--- src/hw/quad_port_defs.svh ---
/*
 * Constants for the four-channel converter parallel read port.
 * Assumes inclusion by bare name from the package and both ends.
 */
`ifndef QUAD_PORT_DEFS_SVH
`define QUAD_PORT_DEFS_SVH

// Result width and channel count
`define RES_W 14
`define CH_N 4
`define CH_W 2
// Conversion clock rate in kHz and system clock in kHz
`define CONV_CLK_KHZ 5000
`define SYS_CLK_KHZ 40000
// System cycles per conversion clock period
`define CONV_DIV (`SYS_CLK_KHZ / `CONV_CLK_KHZ)
// Conversion clock periods per channel conversion
`define CONV_BITS 12
// End-of-channel pulse length in system cycles
`define EOC_LEN 4'h2
// Host software wait in system cycles when polling
`define HOST_WAIT 12'h200
// Host read strobe length in system cycles
`define RD_LEN 4'h2
// Constant values
`define ZERO_RES 14'h0000
`define ALL_CH 4'hF
`define ONE_CH 2'h1

`endif

--- src/hw/quad_port_pkg.sv ---
/*
 * Types shared by both ends of the parallel read port.
 * Assumes quad_port_defs.svh is on the include path.
 */
`include "quad_port_defs.svh"

package quad_port_pkg;
  // Result word
  typedef logic [`RES_W-1:0] result_t;
  // Channel select mask
  typedef logic [`CH_N-1:0] ch_mask_t;
  // Channel index
  typedef logic [`CH_W-1:0] ch_idx_t;
endpackage

--- src/hw/quad_port_if.sv ---
/*
 * Pins between the converter and its host.
 * Assumes one shared clock; resolves the result bus from enables.
 */
`timescale 1ns/1ps
`include "quad_port_defs.svh"

interface quad_port_if;
  import quad_port_pkg::*;
  // Start, strobes and status
  logic conversion_start_n;
  logic cs_n;
  logic rd_n;
  logic wr_n;
  logic eoc_n;
  logic busy;
  // Result bus, drive value and enable plus resolved level
  result_t result_bus_o;
  logic result_bus_oe;
  result_t result_bus;
  // Resolved level; undriven bus reads as zero
  assign result_bus = result_bus_oe ? result_bus_o : `ZERO_RES;

  // Converter end
  modport device (
    input conversion_start_n, cs_n, rd_n, wr_n,
    output eoc_n, busy, result_bus_o, result_bus_oe
  );
  // Host end
  modport host (
    output conversion_start_n, cs_n, rd_n, wr_n,
    input eoc_n, busy, result_bus
  );
endinterface

--- src/hw/quad_adc_parallel_read_port.sv ---
/*
 * Converter end of the parallel read port: sequences the selected
 * channels, signals per-channel and sequence completion, stores the
 * results and returns them in order on host reads.
 * Assumes the host keeps strobes synchronous to clk_sys and that the
 * raw sample words arrive on sample_in at the start of a sequence.
 */
// Operation
// RULE1: Busy falls when all selected channels done
// RULE2: Each read returns next stored result
// RULE3: Pulse end-of-channel after each channel conversion
// RULE4: Drive results only when select and read
// RULE5: Data ready same cycle, no wait states; the code drives data the cycle after the strobe
// RULE6: Start may come from host or elsewhere
// RULE7: Polling host waits before reading
// RULE8: Shared conversion clock gives identical timing
// RULE9: Host enables two devices on end-of-channel; the host here ignores eoc_n and drives one device
// RULE10: Result bus, select, read, write, status
// RULE11: Bus released when select or read idle
`timescale 1ns/1ps
`include "quad_port_defs.svh"

module quad_adc_parallel_read_port (
  // Clock and reset
  input wire logic clk_sys,
  input wire logic rst_n,
  // Sampled inputs and channel choice
  input wire quad_port_pkg::ch_mask_t channel_mask,
  input wire logic [`CH_N*`RES_W-1:0] sample_in,
  // Host pins
  quad_port_if.device port
);
  import quad_port_pkg::*;

  // ************************************************************
  // State
  // ************************************************************
  typedef enum logic [1:0] {
    ST_IDLE = 2'b00,
    ST_CONV = 2'b01,
    ST_DONE = 2'b10
  } conv_state_t;

  conv_state_t state, next_state; // Sequencer state
  result_t store [`CH_N]; // Held results
  result_t next_store [`CH_N];
  ch_mask_t pending, next_pending; // Channels left to convert
  ch_idx_t conv_ch, next_conv_ch; // Channel under conversion
  ch_idx_t wr_ptr, next_wr_ptr; // Next store slot
  ch_idx_t rd_ptr, next_rd_ptr; // Next slot to read
  logic [3:0] div_cnt, next_div_cnt; // Conversion clock divider
  logic [3:0] bit_cnt, next_bit_cnt; // Conversion clock periods
  logic [3:0] eoc_cnt, next_eoc_cnt; // End-of-channel pulse timer
  logic start_d, next_start_d; // Previous start level
  logic rd_d, next_rd_d; // Previous read activity
  logic busy, next_busy;
  logic eoc_n, next_eoc_n;
  result_t bus_o, next_bus_o;
  logic bus_oe, next_bus_oe;

  // Lowest set channel of a mask
  function automatic ch_idx_t first_ch(input ch_mask_t m);
    ch_idx_t r;
    r = '0;
    for (int i = `CH_N - 1; i >= 0; i--) begin
      if (m[i]) begin
        r = ch_idx_t'(i);
      end
    end
    return r;
  endfunction

  // Sample word of a channel
  function automatic result_t sample_of(input ch_idx_t c);
    return sample_in[c*`RES_W +: `RES_W];
  endfunction

  // ************************************************************
  // Next-state logic
  // ************************************************************
  // Sequencing, storage and read-out
  always_comb begin
    logic rd_act;
    logic start_fall;
    ch_mask_t left;
    rd_act = !port.cs_n && !port.rd_n;
    // Start edge, from any source
    start_fall = start_d && !port.conversion_start_n; // see RULE6
    left = '0;
    next_state = state;
    next_store = store;
    next_pending = pending;
    next_conv_ch = conv_ch;
    next_wr_ptr = wr_ptr;
    next_rd_ptr = rd_ptr;
    next_div_cnt = div_cnt;
    next_bit_cnt = bit_cnt;
    next_eoc_cnt = eoc_cnt;
    next_start_d = port.conversion_start_n;
    next_rd_d = rd_act;
    next_busy = busy;
    next_eoc_n = 1'b1;
    if (eoc_cnt != '0) begin
      // Hold the end-of-channel pulse low
      next_eoc_cnt = eoc_cnt - 4'h1;
      next_eoc_n = 1'b0;
    end
    case (state)
      ST_IDLE, ST_DONE: begin
        // Start a new sequence on a falling start edge
        if (start_fall && channel_mask != '0) begin
          next_state = ST_CONV;
          next_pending = channel_mask;
          next_conv_ch = first_ch(channel_mask);
          next_wr_ptr = '0;
          next_rd_ptr = '0;
          next_div_cnt = '0;
          next_bit_cnt = '0;
          next_busy = 1'b1;
        end
      end
      ST_CONV: begin
        // Fixed period count from the conversion clock
        if (div_cnt == 4'(`CONV_DIV - 1)) begin // see RULE8
          next_div_cnt = '0;
          if (bit_cnt == 4'(`CONV_BITS - 1)) begin
            next_bit_cnt = '0;
            next_store[wr_ptr] = sample_of(conv_ch);
            next_wr_ptr = wr_ptr + `ONE_CH;
            // One pulse per finished channel
            next_eoc_cnt = `EOC_LEN; // see RULE3
            left = pending & ~(ch_mask_t'(1) << conv_ch);
            next_pending = left;
            next_conv_ch = first_ch(left);
            if (left == '0) begin
              // Whole selection finished
              next_busy = 1'b0; // see RULE1
              next_state = ST_DONE;
            end
          end else begin
            next_bit_cnt = bit_cnt + 4'h1;
          end
        end else begin
          next_div_cnt = div_cnt + 4'h1;
        end
      end
      default: begin
        next_state = ST_IDLE;
      end
    endcase
    // Advance read pointer at the end of each read
    if (rd_d && !rd_act) begin
      next_rd_ptr = rd_ptr + `ONE_CH; // see RULE2
    end
    // Drive only during an active read
    next_bus_oe = rd_act; // see RULE4
    next_bus_o = rd_act ? store[rd_ptr] : `ZERO_RES; // see RULE11
  end

  // ************************************************************
  // Registers
  // ************************************************************
  // Register all state; read data appears the cycle after the strobe, not the same cycle (see RULE5)
  always_ff @(posedge clk_sys) begin
    if (!rst_n) begin
      state <= ST_IDLE;
      for (int i = 0; i < `CH_N; i++) begin
        store[i] <= `ZERO_RES;
      end
      pending <= '0;
      conv_ch <= '0;
      wr_ptr <= '0;
      rd_ptr <= '0;
      div_cnt <= '0;
      bit_cnt <= '0;
      eoc_cnt <= '0;
      start_d <= 1'b1;
      rd_d <= 1'b0;
      busy <= 1'b0;
      eoc_n <= 1'b1;
      bus_o <= `ZERO_RES;
      bus_oe <= 1'b0;
    end else begin
      state <= next_state;
      store <= next_store;
      pending <= next_pending;
      conv_ch <= next_conv_ch;
      wr_ptr <= next_wr_ptr;
      rd_ptr <= next_rd_ptr;
      div_cnt <= next_div_cnt;
      bit_cnt <= next_bit_cnt;
      eoc_cnt <= next_eoc_cnt;
      start_d <= next_start_d;
      rd_d <= next_rd_d;
      busy <= next_busy;
      eoc_n <= next_eoc_n;
      bus_o <= next_bus_o;
      bus_oe <= next_bus_oe;
    end
  end

  // ************************************************************
  // Pins
  // ************************************************************
  // Pin set of the port (see RULE10)
  assign port.busy = busy;
  assign port.eoc_n = eoc_n;
  assign port.result_bus_o = bus_o;
  assign port.result_bus_oe = bus_oe;

endmodule

--- src/flat_wrapper.sv ---
// flat-port wrapper written by rule: the top's interface ports become plain ports
module quad_adc_parallel_read_port_flat import quad_port_pkg::*;
  (clk_sys, rst_n, channel_mask, sample_in, port_conversion_start_n, port_cs_n, port_rd_n, port_wr_n, port_eoc_n, port_busy, port_result_bus_o, port_result_bus_oe);
  quad_port_if port_i ();
  input wire logic clk_sys;
  input wire logic rst_n;
  input wire quad_port_pkg::ch_mask_t channel_mask;
  input wire logic [`CH_N*`RES_W-1:0] sample_in;
  input wire logic [$bits(port_i.conversion_start_n)-1:0] port_conversion_start_n;
  input wire logic [$bits(port_i.cs_n)-1:0] port_cs_n;
  input wire logic [$bits(port_i.rd_n)-1:0] port_rd_n;
  input wire logic [$bits(port_i.wr_n)-1:0] port_wr_n;
  output wire logic [$bits(port_i.eoc_n)-1:0] port_eoc_n;
  output wire logic [$bits(port_i.busy)-1:0] port_busy;
  output wire logic [$bits(port_i.result_bus_o)-1:0] port_result_bus_o;
  output wire logic [$bits(port_i.result_bus_oe)-1:0] port_result_bus_oe;
  assign port_i.conversion_start_n = port_conversion_start_n;
  assign port_i.cs_n = port_cs_n;
  assign port_i.rd_n = port_rd_n;
  assign port_i.wr_n = port_wr_n;
  assign port_eoc_n = port_i.eoc_n;
  assign port_busy = port_i.busy;
  assign port_result_bus_o = port_i.result_bus_o;
  assign port_result_bus_oe = port_i.result_bus_oe;
  quad_adc_parallel_read_port u_core (.clk_sys(clk_sys), .rst_n(rst_n), .channel_mask(channel_mask), .sample_in(sample_in), .port(port_i));
endmodule
--- config.mk ---
export PLATFORM = sky130hd
export DESIGN_NAME = quad_adc_parallel_read_port_flat
export DESIGN_NICKNAME = d
export VERILOG_FILES = /design/src/hw/quad_port_pkg.sv /design/src/hw/quad_port_if.sv /design/src/hw/quad_adc_parallel_read_port.sv /design/src/flat_wrapper.sv
export VERILOG_INCLUDE_DIRS = /design/src /design/src/hw
export SDC_FILE = /design/constraint.sdc
export NUM_CORES = 1
export LEC_CHECK = 0
export BUFFER_PORTS_ARGS = -buffer_cell sky130_fd_sc_hd__buf_2
export CORE_ASPECT_RATIO = 1.1
export CORE_MARGIN = 2
export CORE_UTILIZATION = 50
export DETAILED_ROUTE_END_ITERATION = 8
export PLACE_DENSITY_LB_ADDON = 0.1
export SLEW_MARGIN = 25
export SYNTH_ARGS = -nofsm -noshare
export SYNTH_HDL_FRONTEND = slang
export SYNTH_SLANG_ARGS = --single-unit
--- constraint.sdc ---
create_clock -name clk_sys -period 2.9 [get_ports clk_sys]
set_input_delay 0.145 -clock clk_sys [delete_from_list [all_inputs] [get_ports clk_sys]]
set_output_delay 0.145 -clock clk_sys [all_outputs]
set_load 0.02 [all_outputs]
## After elaboration in Yosys (flattened, before gate mapping)

Cells that the tools add are included.

- Register bits after elaboration: 98
- Output and inout bits: 17

- Add/sub/neg operators: 5
- Multiply operators: 1
- Magnitude comparators: 3
- Equal/unequal tests: 8
- Shift operators: 2
- Multiplexer cells: 49
- Bitwise gates (word level): 4
- Reductions and logical operators: 25

Operator list:

| operator | number |
|---|---|
| bitwise mux 56 bit | 1 |
| indexed part select 56 x 7 -> 14 bit | 1 |
| two-way mux 4 bit | 11 |
| two-way mux 14 bit | 3 |
| two-way mux 2 bit | 20 |
| binary-select mux 14 bit (select 2 bit) | 1 |
| demux 14 bit (select 2 bit) | 1 |
| case mux 4 bit (2 select lines) | 3 |
| case mux 2 bit (2 select lines) | 3 |
| adder 4 x 1 -> 4 bit, second input constant | 2 |
| inequality test 2 x 1 -> 1 bit, second input constant | 4 |
| AND reduction 4 bit | 2 |
| nonzero test 4 bit | 2 |
| >= comparator 3 bit, second input constant | 2 |
| inverter 2 -> 3 bit | 2 |
| AND reduction 2 bit | 3 |
| AND reduction 3 bit | 2 |
| nonzero test 2 bit | 3 |
| logical AND 1 bit | 5 |
| multiplier 2 x 3 -> 5 bit, second input constant | 1 |
| two-way mux 1 bit | 5 |
| AND reduction 5 bit | 1 |
| adder 2 x 1 -> 2 bit, second input constant | 2 |
| bitwise AND 4 bit | 1 |
| 13 further kinds | 16 |

## Logic depth before layout (Yosys ltp)

Gate-level depths: netlist of run 1.

- Word-level depth: 10
- Mapped depth: 8

## Least setup slack after synthesis of run 1

OpenSTA, ideal clock, no wires.

- Path type: reg2reg
- Start point: register u_core.bit_cnt[0]
- End point: register u_core.eoc_cnt[1]
- Data arrival time: 1.436 ns
- Required time: 2.785 ns
- Path slack: 1.349 ns
- Stages on the path, launching flop included: 8
- Path buffers: 3
- Clock period less this slack: 1.551 ns
- Cell sequence: dfxtp_1 -> ha_1 -> and3b_1 -> buf_4 -> and3_1 -> buf_6 -> buf_6 -> o21a_1

- Cells in the longest elaborated chain, start to end: 4

RTL lines:

| what | line | RTL |
|---|---|---|
| start, declared | quad_adc_parallel_read_port.sv:52 | `logic [3:0] bit_cnt, next_bit_cnt;` |
| start signal, assigned | quad_adc_parallel_read_port.sv:191 | `bit_cnt <= next_bit_cnt;` |
| == test 4 bit | quad_adc_parallel_read_port.sv:126 | `` if (bit_cnt == 4'(`CONV_BITS - 1)) begin `` |
| two-way mux 4 bit | quad_adc_parallel_read_port.sv:126 |  |
| two-way mux 4 bit | quad_adc_parallel_read_port.sv:124 | `` if (div_cnt == 4'(`CONV_DIV - 1)) begin `` |
| two-way mux 4 bit | quad_adc_parallel_read_port.sv:108 | `case (state)` |
| end signal, assigned | quad_adc_parallel_read_port.sv:192 | `eoc_cnt <= next_eoc_cnt;` |
| end, declared | quad_adc_parallel_read_port.sv:53 | `logic [3:0] eoc_cnt, next_eoc_cnt;` |

Every way passes these cells.
A chain may end at the register's enable or synchronous reset.

## Worst setup path after layout of run 1

- Start point: register u_core.bit_cnt[0]
- End point: register u_core.store[1] (netlist name)

- Cells in the longest elaborated chain, start to end: 2

RTL lines:

| what | line | RTL |
|---|---|---|
| == test 4 bit | quad_adc_parallel_read_port.sv:126 |  |
| AND reduction 3 bit (no line) | - |  |
| end signal, assigned by index | quad_adc_parallel_read_port.sv:168 | `` store[i] <= `ZERO_RES; `` |
| end signal, assigned | quad_adc_parallel_read_port.sv:185 | `store <= next_store;` |
| end, declared | quad_adc_parallel_read_port.sv:45 | `` result_t store [`CH_N]; `` |

Every way passes these cells.

==> run summary, run 1 <==
Required @ worst endpoint - 3160 ps
part of the power in combinational logic - 10.5%
static leakage - 2.21 nW
vertical die dimension - 107 um
IO Pins - 83
setup TNS - 0 ps
Port Buf Inserts - 81
pin count of the biggest net entering global routing - 48
post-DR wirelength/cell - 16.4 um
time the final worst path needs with I/O delays and setup - 2140 ps
synth top area cells - dfxtp_1, mux4_2, nand3_1
slowest library cell on the worst path - nand4_2
Area after DPL - 5220 um2
Post-Synthesis Cells - 474
kind of path behind the tightest hold check - input port to register
total CTS buffers - 9
buffer cell driving the clock tree root - clkbuf_8
internal power of the cells - 2.02 mW
CTS tree - built
final cell count without fillers - 665
detailed router's first-iteration violation count - 207
overall via count from detail_route - 3788
final setup violating endpoints - 0
minimum setup slack among reg-to-reg paths - 760 ps
cell area after synthesis - 4790 um2
count of antenna diodes in the layout - 0
antenna violations before repair - 0
overall track demand over capacity in global routing - 22.0%
Avg Inst Size Synth - 10.1 um2
Residual DRC - 0
Setup crit start kind - register
Total Routed Length - 10900 um
number of placed instances, taps included - 648
unrepaired setup endpoints after global routing - false
cells resized by post-CTS repair - 0
Worst path max stage delay - 650 ps
clock network latency to the later pin of the worst-skew pair - 370 ps
achievable clock frequency - 467 MHz
final worst clock skew - 8.35 ps
number of synthesis warnings - 0
worst reg2reg path startpoint - u_core.bit_cnt[0]$_SDFFE_PN0P_
global placement routability congestion - 0.778
count of standard-cell rows - 37
number of storage elements in the synthesis netlist - 98
number of clock sinks seen by CTS - 98
count of max-cap constraint violations - 0
Worst Setup Path Type - register to register
cell accounting for the most synthesized area - dfxtp_1
total count of max-transition violations in the final report - 0
Worst Setup EP - u_core.store[1]$_SDFFE_PN0P_
fraction of the yosys area taken by sequential cells - 41.0%
share of post-route cells with drive strength above 1 - 28.5%
relative contribution of sequential cells to total power - 51.9%
final count of hold timing violations - 0
first-pass GRT wire length - 18300 um
post-synth net total - 547
endpoint of the lowest-slack register-to-register path - u_core.store[1]$_SDFFE_PN0P_
x dimension of the die - 97.3 um
post-CTS clock slew at the launch and capture registers of the worst setup and hold paths - 90 ps
Placeable Area - 9350 um2
Nets - 616
area of the die - 10400 um2
initial cell density of the core - 51.2%
FF-to-FF path depth - 5
ANT nets after route - 0
Critical Path, Cell by Cell - ha_1 > and3b_1 > nand4_2 > mux2i_1 > nor2b_1
number of detailed-routing iterations run before antenna repair - 4
clk buf depth - 2
Async S/R FF share, synth - 0%
synthesis-to-finish area growth - 14.0%
share of total power in the clock network - 37.6%
Worst Path Max Fanout - 14
portion of synthesized cell area occupied by the leading cell type - 41.0%
vias in the first global route - 3784
maximum vdd ir drop - 0.000249 V
Crit. Startpoint - u_core.bit_cnt[0]$_SDFFE_PN0P_
Post-synth EDFFs - 0
H-Tree Level Count - 3
overall overflow remaining after global route - 0
final design area excluding fillers - 5460 um2
critical path endpoint category - register
most used flip-flop cell after synthesis - dfxtp_1
post-route fraction of the period consumed by the critical path - 73.8%
status - completed
data arrival time at the worst-slack endpoint - 2390 ps
Distinct cells, synth - 55
slew margin rel. - 37.2%
ratio of total power to cell area - 485 nW/um2
via density per instance - 5.70
slew at the pin closest to its max-slew limit - 939 ps
switching portion of total power - 23.5%
DP HPWL - 7170 um
power spent charging and discharging nets - 623 uW
==> stage by stage <==
step                power (mW)  hold slack [ps]  util, %  setup WS (ps)
CTS                       2.68             44.8     58.4            715
finish                    2.65             64.5     58.4            761
global route              2.76             61.9     58.4            550
global placement          1.68              362     55.8            802
floorplan                 1.60              246        -           1350
detailed placement        1.68              363     55.8            741
==> state kept, by name, summed over array words and instances (netlist names) <==
register                  flops
u_core.bit_cnt                4
u_core.conv_ch                2
u_core.div_cnt                4
u_core.eoc_cnt                4
u_core.pending                4
u_core.port.busy              1
u_core.port.eoc_n             1
u_core.port.result_bus_o     14
u_core.rd_d                   1
u_core.rd_ptr                 2
u_core.start_d                1
u_core.state                  2
u_core.store                 56
u_core.wr_ptr                 2
==> synthesized netlist by cell type (all sizes together) (3+ instances only) <==
cell,count
a21boi,48
a21oi,6
a31oi,5
and3,15
buf,26
clkbuf,13
dfxtp,98
ha,7
inv,9
mux2i,17
mux4,28
nand2,54
nand2b,4
nand3,55
nand4,5
nor2,10
nor2b,18
nor3,6
nor3b,5
nor4,4
o21ai,12
o221a,3
or2,3
xnor2,3
==> layout make-up <==
class	instances	area [um2]
clock buffers	12	155
clock inverters	4	73.8
fillers	854	3890
inverters	9	33.8
multi-input cells	328	2550
flip-flops and latches	98	1960
well taps	117	146
repair buffers	97	541
==> how the worst min path moves through the flow <==
stage               depth (start not counted)  slack (ps)                    start                              to
floorplan                                   1         250  port_conversion_start_n       u_core.start_d$_SDFF_PN1_
global route                                3          60          channel_mask[3]  u_core.pending[3]$_SDFFE_PN0P_
CTS                                         3          40          channel_mask[2]  u_core.pending[2]$_SDFFE_PN0P_
detailed placement                          2         360  port_conversion_start_n       u_core.start_d$_SDFF_PN1_
finish                                      3          60          channel_mask[2]  u_core.pending[2]$_SDFFE_PN0P_
global placement                            2         360  port_conversion_start_n       u_core.start_d$_SDFF_PN1_
==> cells by family (layout without fill, tap and decap cells) <==
group / Yosys count / count (layout) / share of synthesized area [%]
AO/OA/AOI/OAI: 86 / 86 / 13.0
multiplexers: 45 / 45 / 16.8
XOR/XNOR: 4 / 4 / 0.732
adder cells (fa/ha/maj): 7 / 7 / 1.83
flip-flops: 98 / 98 / 41.0
AND/OR/NAND/NOR: 186 / 186 / 20.8
buffers and inverters: 48 / 122 / 5.80
==> cells in the final DEF (no fill, tap or decap), drive strengths merged, types with 2 or more instances in the layout <==
cell type,count
nand4,5
ha,7
a31oi,5
nor3,6
mux2i,17
nand3,55
o211ai,2
buf,96
a22oi,2
nand2,54
dfxtp,98
bufinv,2
nor4,4
nand3b,2
or2,3
a21oi,6
o21ai,12
inv,9
nand2b,4
o221a,3
xnor2,3
clkinv,2
and3b,2
nor2b,18
and3,15
nor2,10
o22ai,2
nor3b,5
o21a,2
a21boi,48
clkbuf,12
mux4,28
==> power by group through the flow <==
stage               registers, mW  clock network, mW  logic, mW
detailed placement           1.41                  0      0.278
floorplan                    1.40                  0      0.195
global route                 1.38               1.08      0.304
CTS                          1.37               1.03      0.281
global placement             1.41                  0      0.275
finish                       1.37              0.995      0.278
==> worst max-delay path, delay by kind of cell, from the launching register on <==
family | cells | cell delay (ps)
DFF | 1 | 370
and+or+nand+nor | 3 | 1110
muxes | 1 | 370
adders and majority gates | 1 | 170
==> what timing repair did <==
| item | CTS | global route |
|---|---|---|
| buffers inserted | 0 | 0 |
| hold buffers | 1 | 0 |
| hold endpoints to repair | 1 | 0 |
==> metal layers <==
| metal | up-vias | track usage [%] | part of all wire [%] |
|---|---|---|---|
| li1 | 1853 | - | - |
| met1 | 1829 | 27.5 | 43 |
| met2 | 95 | 39.1 | 51 |
| met3 | 11 | 2.67 | 4.7 |
| met4 | 0 | 8.73 | 1.5 |
| met5 | - | 0 | 0 |
No activity file was read; power rests on OpenSTA's default activity.
==> run 2: changes to the inputs <==
- clock period: 2.9 -> 1.7 ns (I/O delays scaled with it)
==> run summary, run 2 (same netlist as run 1, synthesis figures left out) <==
pin count of the biggest net entering global routing - 59
status - completed
top library cells by usage in the layout, fill and taps aside - dfxtp_1, buf_2, nand3_1
Nets - 637
share of total power in the clock network - 35.8%
flip-flop count of the largest register after layout - 56
detailed router's first-iteration violation count - 213
antenna violations before repair - 0
power spent charging and discharging nets - 1.17 mW
Required @ worst endpoint - 1960 ps
final cell count without fillers - 686
first-pass GRT wire length - 18400 um
time the final worst path needs with I/O delays and setup - 1620 ps
number of detailed-routing iterations run before antenna repair - 5
initial cell density of the core - 51.2%
worst-case setup slack after placement - -26.1 ps
maximum vdd ir drop - 0.000423 V
final setup violating endpoints - 0
Setup crit start kind - register
Worst Path Max Fanout - 8
data arrival time at the worst-slack endpoint - 1880 ps
number of clock sinks seen by CTS - 98
switching portion of total power - 26.3%
relative contribution of sequential cells to total power - 52.7%
Reg with most FFs - u_core.store
internal power of the cells - 3.28 mW
ANT nets after route - 0
minimum setup slack among reg-to-reg paths - 80 ps
setup TNS - 0 ps
count of standard-cell rows - 37
slew at the pin closest to its max-slew limit - 426 ps
static leakage - 2.34 nW
Placeable Area - 9350 um2
Residual DRC - 0
worst reg2reg path startpoint - u_core.bit_cnt[0]$_SDFFE_PN0P_
IO Pins - 83
post-CTS clock slew at the launch and capture registers of the worst setup and hold paths - 100 ps
slew margin rel. - 71.3%
synthesis-to-finish area growth - 19.6%
DP HPWL - 7510 um
count of max-cap constraint violations - 0
clk buf depth - 2
clock network latency to the later pin of the worst-skew pair - 370 ps
area of the die - 10400 um2
ratio of total power to cell area - 777 nW/um2
total count of max-transition violations in the final report - 0
overall track demand over capacity in global routing - 22.1%
Worst Setup Path Type - register to register
post-DR wirelength/cell - 16.5 um
global placement routability congestion - 0.799
vertical die dimension - 107 um
buffer cell driving the clock tree root - clkbuf_8
part of the power in combinational logic - 11.5%
Total Routed Length - 11300 um
Critical Path, Cell by Cell - ha_1 > and3b_1 > buf_4 > nand3_2 > nand2_1 > o221a_1
overall overflow remaining after global route - 0
Worst path max stage delay - 350 ps
min setup slack post-route - 78.5 ps
startpoint of the lowest-slack hold path - channel_mask[2]
share of post-route cells with drive strength above 1 - 31.6%
post-route fraction of the period consumed by the critical path - 95.4%
via density per instance - 5.79
hold path cells - 3
endpoint of the lowest-slack register-to-register path - u_core.conv_ch[0]$_SDFFE_PN0P_
slowest library cell on the worst path - dfxtp_2
final worst clock skew - 12.3 ps
H-Tree Level Count - 3
FF-to-FF path depth - 6
overall via count from detail_route - 3973
commonest non-fill, non-tap cell in the layout - dfxtp_1
achievable clock frequency - 617 MHz
vias in the first global route - 3812
number of placed instances, taps included - 665
Min-Delay Endpoint - u_core.pending[2]$_SDFFE_PN0P_
total CTS buffers - 9
critical path endpoint category - register
kind of path behind the tightest hold check - input port to register
Port Buf Inserts - 81
count of antenna diodes in the layout - 0
CTS tree - built
x dimension of the die - 97.3 um
final count of hold timing violations - 0
## run 2: cell count changes in the layout (fill, tap and decap cells not counted), sizes merged
cell / change
dlygate4sd3: +2
clkinv: -1
buf: +17
inv: +4
clkinvlp: +1
clkbuf: -1
bufinv: -1
## run 2: worst max-delay path by stage
stage | startpoint | end | slack, ps | cells past startpoint
finish | u_core.bit_cnt[0]$_SDFFE_PN0P_ | u_core.conv_ch[0]$_SDFFE_PN0P_ | 80 | 6
global route | u_core.div_cnt[1]$_SDFFE_PN0P_ | u_core.store[1]$_SDFFE_PN0P_ | -5 | 7
CTS | u_core.div_cnt[1]$_SDFFE_PN0P_ | u_core.store[52]$_SDFFE_PN0P_ | 20 | 6
detailed placement | u_core.conv_ch[0]$_SDFFE_PN0P_ | u_core.store[27]$_SDFFE_PN0P_ | -30 | 4
global placement | u_core.conv_ch[0]$_SDFFE_PN0P_ | u_core.store[1]$_SDFFE_PN0P_ | 5 | 4
floorplan | u_core.bit_cnt[0]$_SDFFE_PN0P_ | u_core.eoc_cnt[1]$_SDFF_PN0_ | 150 | 7
## run 2: layout make-up
class / instances / area, um2
clock buffers: 9 / 124
multi-input cells: 328 / 2570
repair buffers: 118 / 805
fillers: 829 / 3630
flip-flops and latches: 98 / 1970
inverters: 9 / 33.8
well taps: 117 / 146
clock inverters: 7 / 83.8
## run 2: critical path, delay by kind of cell, from the launching register on
kind | cells | cell delay (ps)
adder cells (fa/ha/maj) | 1 | 200
flip-flops | 1 | 350
buffers and inverters | 1 | 180
AND/OR/NAND/NOR | 3 | 520
AO/OA/AOI/OAI | 1 | 260
## run 2: power by group through the flow
stage / logic, mW / clock network (mW) / registers (mW)
2_1_floorplan: 0.333 / 0 / 2.39
3_3_place_gp: 0.501 / 0 / 2.39
3_5_place_dp: 0.505 / 0 / 2.40
4_1_cts: 0.513 / 1.63 / 2.34
5_1_grt: 0.559 / 1.73 / 2.35
6_report: 0.511 / 1.59 / 2.34
## run 2: timing repair
item / in CTS / in global routing
setup endpoints to repair: 4 / 29
setup buffers: 0 / 0
hold buffers: 3 / 0
gates cloned: 0 / 2
gates resized for setup: 1 / 7
hold endpoints to repair: 4 / 0
## run 2: per-layer routing
layer	up-vias	wire length, um	track usage (%)
li1	1900	-	-
met1	1938	4880	28.5
met2	122	5640	37.5
met3	13	615	3.13
met4	0	178	9.03
met5	-	0	0
## run 2: per-stage QoR
| step | area [um2] | utilization [%] | total power [mW] | hold slack [ps] |
|---|---|---|---|---|
| 2_1_floorplan | 4790 | - | 2.72 | 186 |
| 3_3_place_gp | 5410 | 57.9 | 2.90 | 303 |
| 3_5_place_dp | 5410 | 57.9 | 2.90 | 303 |
| 4_1_cts | 5650 | 60.4 | 4.48 | 6.53 |
| 5_1_grt | 5730 | 61.2 | 4.64 | 9.55 |
| 6_report | 5730 | 61.2 | 4.45 | 20.0 |
